`src/pkg/rtc_pkg.sv`:
```
package rtc_pkg;

    // Register indices; byte address is four times the index
    localparam logic [11:0] VALUE_WINDOW_IDX = 12'h624;
    localparam logic [11:0] CONFIG_IDX = 12'h626;
    localparam logic [11:0] UNLOCK_KEY_IDX = 12'h628;
    localparam logic [11:0] OSC_CTRL_IDX = 12'h62a;

    // Configuration register fields
    localparam int CFG_ENABLE_BIT = 15;
    localparam int CFG_WREN_BIT = 13;
    localparam int CFG_PTR_LSB = 8;
    localparam int CFG_CAL_LSB = 0;
    localparam logic [15:0] CFG_RESET = 16'h0000;

    // Oscillator control fields
    localparam int OSC_SEC_EN_BIT = 1;
    localparam logic OSC_SEC_EN_RESET = 1'b0;

    // Unlock key values
    localparam logic [7:0] KEY_FIRST = 8'h55;
    localparam logic [7:0] KEY_SECOND = 8'haa;

    // Window pointer views
    localparam logic [1:0] PTR_MIN_SEC = 2'b00;
    localparam logic [1:0] PTR_WEEKDAY_DIGIT_HOUR = 2'b01;
    localparam logic [1:0] PTR_MONTH_DAY = 2'b10;
    localparam logic [1:0] PTR_YEAR = 2'b11;

    // Field maxima
    localparam logic [2:0] WEEKDAY_DIGIT_MAX = 3'h6;

    // Timing: one second of the time base
    localparam longint SECOND_NS = 1000000000;
    localparam longint CLK_PERIOD_NS = 10;
    localparam int SECOND_CYCLES = int'(SECOND_NS / CLK_PERIOD_NS);

    typedef enum logic [1:0] {
        KEY_IDLE = 2'b00,
        KEY_GOT_FIRST = 2'b01,
        KEY_ARMED = 2'b10
    } key_state_t;

    typedef struct packed {
        logic [2:0] weekday_digit;
        logic [1:0] hour_tens_digit;
        logic [3:0] hour_ones_digit;
        logic [2:0] minute_tens_digit;
        logic [3:0] minute_ones_digit;
        logic [2:0] second_tens_digit;
        logic [3:0] second_ones_digit;
    } time_t;

    typedef struct packed {
        logic [7:0] year;
        logic [4:0] month;
        logic [5:0] day;
    } date_t;

endpackage

```
`src/hw/rtc_unlock.sv`:
```
module rtc_unlock
    import rtc_pkg::*;
(
    input wire logic clk,             // System clock
    input wire logic rst_n,           // Synchronous reset
    input wire logic key_wr,          // Completed write to key register
    input wire logic [7:0] key_data,  // Key value written
    input wire logic any_wr,          // Any completed bus write
    output logic armed                // Sequence just completed
);

    key_state_t state_q;
    key_state_t state_d;

    // Armed lasts for exactly one following write, so stray writes relock
    always_comb begin
        state_d = state_q;
        if (key_wr) begin
            if (key_data == KEY_FIRST) begin
                state_d = KEY_GOT_FIRST;
            end else if (key_data == KEY_SECOND && state_q == KEY_GOT_FIRST) begin
                state_d = KEY_ARMED;
            end else begin
                state_d = KEY_IDLE;
            end
        end else if (any_wr) begin
            state_d = KEY_IDLE;
        end
    end

    always_ff @(posedge clk) begin
        if (!rst_n) begin
            state_q <= KEY_IDLE;
        end else begin
            state_q <= state_d;
        end
    end

    assign armed = (state_q == KEY_ARMED);

endmodule

```
`src/hw/rtc_time_counter.sv`:
```
module rtc_time_counter
    import rtc_pkg::*;
(
    input wire logic clk,           // System clock
    input wire logic rst_n,         // Reset, only for checks
    input wire logic tick,          // One-second pulse
    input wire logic wr_min_sec,    // Load minutes/seconds view
    input wire logic wr_weekday_digit_hour,  // Load weekday/hours view
    input wire logic [15:0] wdata,  // View data
    output time_t now               // Current time
);

    time_t time_q;
    time_t time_d;

    // Loads win over a coincident tick; no reset, contents start unknown
    always_comb begin
        time_d = time_q;
        if (wr_min_sec) begin
            time_d.minute_tens_digit = wdata[14:12];
            time_d.minute_ones_digit = wdata[11:8];
            time_d.second_tens_digit = wdata[6:4];
            time_d.second_ones_digit = wdata[3:0];
        end else if (wr_weekday_digit_hour) begin
            time_d.weekday_digit = wdata[10:8];
            time_d.hour_tens_digit = wdata[5:4];
            time_d.hour_ones_digit = wdata[3:0];
        end else if (tick) begin
            time_d.second_ones_digit = time_q.second_ones_digit + 4'h1;
            if (time_q.second_ones_digit == 4'h9) begin
                time_d.second_ones_digit = 4'h0;
                time_d.second_tens_digit = time_q.second_tens_digit + 3'h1;
                if (time_q.second_tens_digit == 3'h5) begin
                    time_d.second_tens_digit = 3'h0;
                    time_d.minute_ones_digit = time_q.minute_ones_digit + 4'h1;
                    if (time_q.minute_ones_digit == 4'h9) begin
                        time_d.minute_ones_digit = 4'h0;
                        time_d.minute_tens_digit = time_q.minute_tens_digit + 3'h1;
                        if (time_q.minute_tens_digit == 3'h5) begin
                            time_d.minute_tens_digit = 3'h0;
                            time_d.hour_ones_digit = time_q.hour_ones_digit + 4'h1;
                            if (time_q.hour_tens_digit == 2'h2 && time_q.hour_ones_digit == 4'h3) begin
                                time_d.hour_tens_digit = 2'h0;
                                time_d.hour_ones_digit = 4'h0;
                                time_d.weekday_digit = time_q.weekday_digit + 3'h1;
                                if (time_q.weekday_digit >= WEEKDAY_DIGIT_MAX) begin
                                    time_d.weekday_digit = 3'h0;
                                end
                            end else if (time_q.hour_ones_digit == 4'h9) begin
                                time_d.hour_ones_digit = 4'h0;
                                time_d.hour_tens_digit = time_q.hour_tens_digit + 2'h1;
                            end
                        end
                    end
                end
            end
        end
    end

    always_ff @(posedge clk) begin
        time_q <= time_d;
    end

    assign now = time_q;

    AST_SEC_ADVANCE: assert property (@(posedge clk) disable iff (!rst_n)
        (tick && !wr_min_sec && !wr_weekday_digit_hour && time_q.second_ones_digit < 4'h9)
        |=> time_q.second_ones_digit == $past(time_q.second_ones_digit) + 4'h1)
        else $error("seconds did not advance on tick");

    AST_WEEKDAY_DIGIT_RANGE: assert property (@(posedge clk) disable iff (!rst_n)
        (time_q.weekday_digit <= WEEKDAY_DIGIT_MAX && !wr_weekday_digit_hour) |=> time_q.weekday_digit <= WEEKDAY_DIGIT_MAX)
        else $error("weekday left its range");

endmodule

```
`src/hw/rtc_calendar_top.sv`:
```
module rtc_calendar_top
    import rtc_pkg::*;
#(
    parameter int SEC_CYCLES = SECOND_CYCLES  // Clock cycles per second
) (
    input wire logic clk,            // 100 MHz system clock
    input wire logic rst_n,          // Synchronous reset
    input wire logic psel,           // APB select
    input wire logic penable,        // APB enable
    input wire logic pwrite,         // APB direction
    input wire logic [15:0] paddr,   // APB byte address
    input wire logic [31:0] pwdata,  // APB write data
    output logic [31:0] prdata,      // APB read data
    output logic pready,             // APB ready
    output logic pslverr,            // APB error, unmapped only
    output logic running             // Clock is counting
);

    localparam int CNT_W = $clog2(SEC_CYCLES + 1);

    // Byte address of a register index
    function automatic logic [15:0] byte_addr(input logic [11:0] idx);
        byte_addr = {2'b00, idx, 2'b00};
    endfunction

    // Read image of the value window for a given pointer
    function automatic logic [15:0] view_word(
        input logic [1:0] ptr,
        input time_t t,
        input date_t d
    );
        view_word = 16'h0000;
        case (ptr)
            PTR_MIN_SEC: begin
                view_word[14:12] = t.minute_tens_digit;
                view_word[11:8] = t.minute_ones_digit;
                view_word[6:4] = t.second_tens_digit;
                view_word[3:0] = t.second_ones_digit;
            end
            PTR_WEEKDAY_DIGIT_HOUR: begin
                view_word[10:8] = t.weekday_digit;
                view_word[5:4] = t.hour_tens_digit;
                view_word[3:0] = t.hour_ones_digit;
            end
            PTR_MONTH_DAY: begin
                view_word[12:8] = d.month;
                view_word[5:0] = d.day;
            end
            PTR_YEAR: begin
                view_word[7:0] = d.year;
            end
            default: begin
                view_word = 16'h0000;
            end
        endcase
    endfunction

    // Bus answer state
    logic pready_q;
    logic pready_d;
    logic pslverr_q;
    logic pslverr_d;
    logic [31:0] prdata_q;
    logic [31:0] prdata_d;

    // Bus decode
    logic access;
    logic wr;
    logic hit_value;
    logic hit_config;
    logic hit_key;
    logic hit_osc;
    logic hit_any;
    logic armed;

    assign hit_value = (paddr == byte_addr(VALUE_WINDOW_IDX));
    assign hit_config = (paddr == byte_addr(CONFIG_IDX));
    assign hit_key = (paddr == byte_addr(UNLOCK_KEY_IDX));
    assign hit_osc = (paddr == byte_addr(OSC_CTRL_IDX));
    assign hit_any = hit_value | hit_config | hit_key | hit_osc;

    // Effects happen only at the edge that completes the access phase
    assign access = psel & penable & pready_q;
    assign wr = access & pwrite;

    // Configuration and oscillator state
    logic enable_q;
    logic enable_d;
    logic wren_q;
    logic wren_d;
    logic [1:0] ptr_q;
    logic [1:0] ptr_d;
    logic [7:0] cal_q;
    logic [7:0] cal_d;
    logic osc_en_q;
    logic osc_en_d;

    // Time base state
    logic [CNT_W-1:0] cnt_q;
    logic [CNT_W-1:0] cnt_d;
    logic tick_q;
    logic tick_d;
    logic running_q;
    logic running_d;

    // Calendar state
    date_t date_q;
    date_t date_d;
    time_t now;

    logic cfg_wr;
    logic val_wr;
    logic wr_min_sec;
    logic wr_weekday_digit_hour;

    assign cfg_wr = wr & hit_config;

    // value writes pass only with write-enable set
    assign val_wr = wr & hit_value & wren_q;
    assign wr_min_sec = val_wr & (ptr_q == PTR_MIN_SEC);
    assign wr_weekday_digit_hour = val_wr & (ptr_q == PTR_WEEKDAY_DIGIT_HOUR);

    rtc_unlock rtc_unlock_inst (
        .clk(clk),
        .rst_n(rst_n),
        .key_wr(wr & hit_key),
        .key_data(pwdata[7:0]),
        .any_wr(wr),
        .armed(armed)
    );

    rtc_time_counter rtc_time_counter_inst (
        .clk(clk),
        .rst_n(rst_n),
        .tick(tick_q),
        .wr_min_sec(wr_min_sec),
        .wr_weekday_digit_hour(wr_weekday_digit_hour),
        .wdata(pwdata[15:0]),
        .now(now)
    );

    // Configuration next state
    always_comb begin
        enable_d = enable_q;
        wren_d = wren_q;
        ptr_d = ptr_q;
        cal_d = cal_q;
        osc_en_d = osc_en_q;
        if (cfg_wr) begin
            ptr_d = pwdata[CFG_PTR_LSB +: 2];
            cal_d = pwdata[CFG_CAL_LSB +: 8];
            if (wren_q) begin
                enable_d = pwdata[CFG_ENABLE_BIT];
            end
            if (!pwdata[CFG_WREN_BIT]) begin
                wren_d = 1'b0;
            end else if (armed) begin
                wren_d = 1'b1;
            end
        end
        if (wr && hit_osc) begin
            osc_en_d = pwdata[OSC_SEC_EN_BIT];
        end
    end

    always_ff @(posedge clk) begin
        if (!rst_n) begin
            enable_q <= CFG_RESET[CFG_ENABLE_BIT];
            wren_q <= CFG_RESET[CFG_WREN_BIT];
            ptr_q <= CFG_RESET[CFG_PTR_LSB +: 2];
            cal_q <= CFG_RESET[CFG_CAL_LSB +: 8];
            osc_en_q <= OSC_SEC_EN_RESET;
        end else begin
            enable_q <= enable_d;
            wren_q <= wren_d;
            ptr_q <= ptr_d;
            cal_q <= cal_d;
            osc_en_q <= osc_en_d;
        end
    end

    // Date and year views, loaded like the time views
    always_comb begin
        date_d = date_q;
        if (val_wr && ptr_q == PTR_MONTH_DAY) begin
            date_d.month = pwdata[12:8];
            date_d.day = pwdata[5:0];
        end else if (val_wr && ptr_q == PTR_YEAR) begin
            date_d.year = pwdata[7:0];
        end
    end

    // no reset, so the calendar starts unknown
    always_ff @(posedge clk) begin
        date_q <= date_d;
    end

    // Time base: counts only while enabled and the oscillator runs
    always_comb begin
        running_d = enable_q & osc_en_q;
        cnt_d = cnt_q;
        tick_d = 1'b0;
        // one tick per second while running (enabled and oscillator on)
        if (running_q) begin
            if (cnt_q == CNT_W'(SEC_CYCLES - 1)) begin
                cnt_d = '0;
                tick_d = 1'b1;
            end else begin
                cnt_d = cnt_q + CNT_W'(1);
            end
        end
    end

    always_ff @(posedge clk) begin
        if (!rst_n) begin
            cnt_q <= '0;
            tick_q <= 1'b0;
            running_q <= 1'b0;
        end else begin
            cnt_q <= cnt_d;
            tick_q <= tick_d;
            running_q <= running_d;
        end
    end

    // Bus answer: one wait state, read data captured with ready
    always_comb begin
        pready_d = psel & penable & ~pready_q;
        pslverr_d = 1'b0;
        prdata_d = 32'h0000_0000;
        if (pready_d) begin
            // only unmapped addresses raise an error
            pslverr_d = ~hit_any;
            if (!pwrite) begin
                // value register is a window chosen by the pointer
                if (hit_value) begin
                    prdata_d[15:0] = view_word(ptr_q, now, date_q);
                end else if (hit_config) begin
                    prdata_d[CFG_ENABLE_BIT] = enable_q;
                    prdata_d[CFG_WREN_BIT] = wren_q;
                    prdata_d[CFG_PTR_LSB +: 2] = ptr_q;
                    prdata_d[CFG_CAL_LSB +: 8] = cal_q;
                end else if (hit_osc) begin
                    prdata_d[OSC_SEC_EN_BIT] = osc_en_q;
                end
            end
        end
    end

    always_ff @(posedge clk) begin
        if (!rst_n) begin
            pready_q <= 1'b0;
            pslverr_q <= 1'b0;
            prdata_q <= 32'h0000_0000;
        end else begin
            pready_q <= pready_d;
            pslverr_q <= pslverr_d;
            prdata_q <= prdata_d;
        end
    end

    assign pready = pready_q;
    assign pslverr = pslverr_q;
    assign prdata = prdata_q;
    assign running = running_q;

    AST_BLOCKED_WRITE: assert property (@(posedge clk) disable iff (!rst_n)
        (wr && hit_value && !wren_q && !tick_q) |=> now == $past(now))
        else $error("time changed on a blocked write");

    AST_NO_VALUE_ERROR: assert property (@(posedge clk) disable iff (!rst_n)
        (psel && penable && !pready_q && hit_value) |=> pready && !pslverr)
        else $error("value access answered with error");

    // write-enable rises only after the keys
    AST_WREN_NEEDS_KEY: assert property (@(posedge clk) disable iff (!rst_n)
        $rose(wren_q) |-> $past(armed && cfg_wr))
        else $error("write-enable set without key sequence");

    AST_WREN_CLEAR: assert property (@(posedge clk) disable iff (!rst_n)
        (cfg_wr && !pwdata[CFG_WREN_BIT]) |=> !wren_q)
        else $error("write-enable did not clear");

    AST_ENABLE_GUARD: assert property (@(posedge clk) disable iff (!rst_n)
        $changed(enable_q) |-> $past(wren_q))
        else $error("module enable changed while locked");

    AST_VIEW_ZERO: assert property (@(posedge clk) disable iff (!rst_n)
        (pready_d && !pwrite && hit_value && ptr_q == PTR_WEEKDAY_DIGIT_HOUR)
        |=> prdata[15:11] == 5'h00 && prdata[7:6] == 2'h0)
        else $error("unused view bits not zero");

    // minute digits appear in their lanes
    AST_MINUTE_LANES: assert property (@(posedge clk) disable iff (!rst_n)
        (pready_d && !pwrite && hit_value && ptr_q == PTR_MIN_SEC && !tick_q)
        |=> prdata[14:8] == {now.minute_tens_digit, now.minute_ones_digit})
        else $error("minute digits misplaced");

    AST_STOPPED: assert property (@(posedge clk) disable iff (!rst_n)
        (!running_q)[*2] |-> !tick_q)
        else $error("tick while module disabled");

endmodule

```
`config.mk`:
```
export PLATFORM = sky130hd
export DESIGN_NAME = rtc_calendar_top
export DESIGN_NICKNAME = d
export VERILOG_FILES = /design/src/pkg/rtc_pkg.sv /design/src/hw/rtc_unlock.sv /design/src/hw/rtc_time_counter.sv /design/src/hw/rtc_calendar_top.sv
export SDC_FILE = /design/constraint.sdc
export NUM_CORES = 1
export LEC_CHECK = 0
export ABC_AREA = 0
export BUFFER_PORTS_ARGS = -buffer_cell sky130_fd_sc_hd__clkbuf_2
export CORE_MARGIN = 5
export CORE_UTILIZATION = 29
export DETAILED_ROUTE_END_ITERATION = 12
export PLACE_DENSITY = 0.47
export RECOVER_POWER = 100
export SKIP_CTS_REPAIR_TIMING = 1
export SYNTH_ARGS = -nofsm -noshare
export SYNTH_HDL_FRONTEND = slang
export SYNTH_SLANG_ARGS = --single-unit
```
`constraint.sdc`:
```
create_clock -name clk -period 3.1 [get_ports clk]
set_input_delay 0 -clock clk [delete_from_list [all_inputs] [get_ports clk]]
set_output_delay 0 -clock clk [all_outputs]
set_load 0.02 [all_outputs]
```
==> run_results.csv <==
group,metric,value,unit
run_status,status,"finished, violations left",
run_status,violations,"hold timing",
routing,antenna_left,0,
floorplanning,die_x,146,um
min_path,holdPathEnd,"pready",
timing,post-route-period-util,84.0,%
routing,detail_route.wl_per_cell,17.1,um
min_path,hold_start,"penable",
global_route,gr-usage-met2,22.6,%
floorplanning,start_util,29.7,%
routing,drc_errors,0,
logic_synthesis,synthDistinctLibCells,62,
worst_setup_path,startpoint_type,"flip-flop",
finish,layout_commonest_cell,"dfxtp_1",
finish,final_nets,664,
clocking,cts_tree,"built",
finish,area_growth_syn_to_layout,13.4,%
flow_run,maxCapViolations,0,
worst_setup_path,reg2reg_slack,0.50,ns
global_route,met3_usage,2.70,%
logic_synthesis,yosys_warnings,0,
placed_design,place_congestion,0.815,
worst_setup_path,cp-end-kind,"flip-flop",
routing,first_pass_iters,6,
global_route,grt_overflow,0,
timing,whs,-0.0138,ns
timing,period_minus_slack,2.60,ns
worst_setup_path,worstSetupPathType,"reg2reg",
pwr,ir_drop,256,uV
min_path,hold_depth,3,
routing,dr_total_vias,4385,
worst_setup_path,cp.required,3.09,ns
pwr,leakagePower,2.11,nW
timing,worst_slew_pin_slew,0.790,ns
floorplanning,die_area,0.0214,sq mm
global_route,antenna_found_initial,0,
routing,wirelength,14.2,mm
timing,finalHoldViolCount,2,
routing,drt_first_iter_violations,265,
floorplanning,die_y,146,um
min_path,hold_path_class,"in2reg",
finish,mostFrequentLayoutCells,"dfxtp_1, edfxtp_1, a21oi_1, clkbuf_1, nand4_1",
floorplanning,rows,49,
clocking,cts.sinks,104,
finish,fillers,1892,
floorplanning,num_io_pins,88,
clocking,root_buffer,"clkbuf_16",
timing,max_freq,384,MHz
timing,slew_viol_final,0,
logic_synthesis,syn_avg_cell_area,9.96,sq um
logic_synthesis,synth_seq_area_share,46.4,%
timing,slew_headroom,47.3,%
placed_design,io_buffers,55,
global_route,grtUsageTotal,13.0,%
global_route,grt_pass1_wl,22.6,mm
clocking,clockBufferDepth,2,
clocking,h-tree-depth,3,
timing,setup_violations,0,
worst_setup_path,critPathMaxFanout,16,
timing,layout_setup_ws,0.496,ns
global_route,use_met1,16.7,%
global_route,grt_busiest_layer,"met2",
logic_synthesis,synthesis.area,0.00540,sq mm
pwr,powerDensity,437,mW/mm^2
floorplanning,core-area,0.0181,sq mm
finish,fin_util,33.7,%
logic_synthesis,synth_ff_type,"dfxtp_1",
clocking,cts-buffers-inserted,9,
global_route,grt_pass1_vias,4145,
routing,viasPerCell,5.27,
logic_synthesis,synth-seq-cells,104,
placed_design,dp_hpwl,10.3,mm
placed_design,pre_cts_ws,0.631,ns
global_route,grt_max_degree,21,
worst_setup_path,timing.rr.start,"pready",
finish,layout-drive-gt1-share,11.1,%
logic_synthesis,synthCells,542,
worst_setup_path,rr_endpoint,"rtc_time_counter_inst.now[15]",
logic_synthesis,synthArstFlopShare,0,%
worst_setup_path,cp-startpoint,"pready",
clocking,clkLatencyLatePin,0.35,ns
finish,n_antenna_cell,0,
logic_synthesis,synth_edf_count,42,
timing,rsz0062_at_grt,"no",
worst_setup_path,r2r_cells,4,
timing,worst_clock_skew,0.0142,ns
clocking,clkSlewWorstSetupHoldPaths,0.08,ns
timing,fin_setup_tns,0,ns
worst_setup_path,cp.arrival,2.60,ns
==> power by group <==
group,internal [mW],switching (mW)
Clock,0.641,0.508
Combinational,0.0373,0.0712
Sequential,1.42,0.00324
Total,2.09,0.583
==> metrics by stage <==
stage	total power [mW]	hold WS (ns)	instances	cell area [sq um]
floorplan	1.52	0.0785	557	5450
global placement	1.55	0.197	803	5790
detailed placement	1.55	0.202	803	5790
CTS	2.71	-0.172	819	6100
global route	2.78	0.0192	832	6120
finish	2.68	-0.0138	832	6120
==> how the worst max path moves through the flow <==
stage / to / slack [ns] / cells after the start
2_1_floorplan: date_q[11] / 0.91 / 4
3_3_place_gp: rtc_time_counter_inst.now[21] / 0.70 / 5
3_5_place_dp: rtc_time_counter_inst.now[21] / 0.63 / 5
4_1_cts: rtc_time_counter_inst.now[22] / 0.60 / 5
5_1_grt: cnt_q[21] / 0.31 / 5
6_report: rtc_time_counter_inst.now[15] / 0.50 / 4
==> state kept, by name (all words and copies together), names as in the netlist <==
name / count
pready: 1
rtc_unlock_inst.state_q: 2
cal_q: 8
date_q: 19
cnt_q: 27
ptr_q: 2
osc_en_q: 1
running: 1
prdata: 16
enable_q: 1
tick_q: 1
wren_q: 1
rtc_time_counter_inst.now: 23
pslverr: 1
==> logic make-up after synthesis <==
family | count (synthesis) | synth area share, %
AND/OR/NAND/NOR | 203 | 22.8
AO/OA/AOI/OAI | 121 | 14.5
flip-flops | 104 | 46.4
buffers and inverters | 65 | 6.40
multiplexers | 22 | 4.66
adder cells (fa/ha/maj) | 13 | 3.01
XOR/XNOR | 13 | 2.11
other | 1 | 0.0695
==> cell type report <==
type / count / area [sq um] / area share (%)
Clock buffer: 13 / 282 / 4.60
Clock inverter: 3 / 22.5 / 0.368
Timing Repair Buffer: 74 / 395 / 6.46
Inverter: 21 / 78.8 / 1.29
Multi-Input combinational cell: 388 / 2550 / 41.7
Tap cell: 229 / 287 / 4.68
Sequential cell: 104 / 2500 / 40.9
==> worst max-delay path, cell delays in order (launching register included) <==
cell	delay [ns]
dfxtp_1	0.34
and4_1	0.20
and4_1	0.47
nand3_1	0.64
a21oi_1	0.59
==> routing by layer <==
metal / up-vias / wire length [um]
li1: 2150 / -
met1: 2122 / 6500
met2: 103 / 7010
met3: 10 / 571
met4: 0 / 153
met5: - / 0
==> synth_stat cells, types with 13 or more instances <==
master     n  area (sq um)
a21oi_1   38           190
buf_4     19           143
clkbuf_1  16          60.1
dfxtp_1   62          1240
edfxtp_1  42          1260
ha_1      13           163
inv_1     21          78.8
mux2_2    13           146
nand2_1   34           128
nand3_1   14          70.1
nand4_1   34           213
nor2_1    22          82.6
nor3_1    15          75.1
o21ai_0   31           155
o31ai_1   13          97.6
No activity file was read; power rests on OpenSTA's default activity.
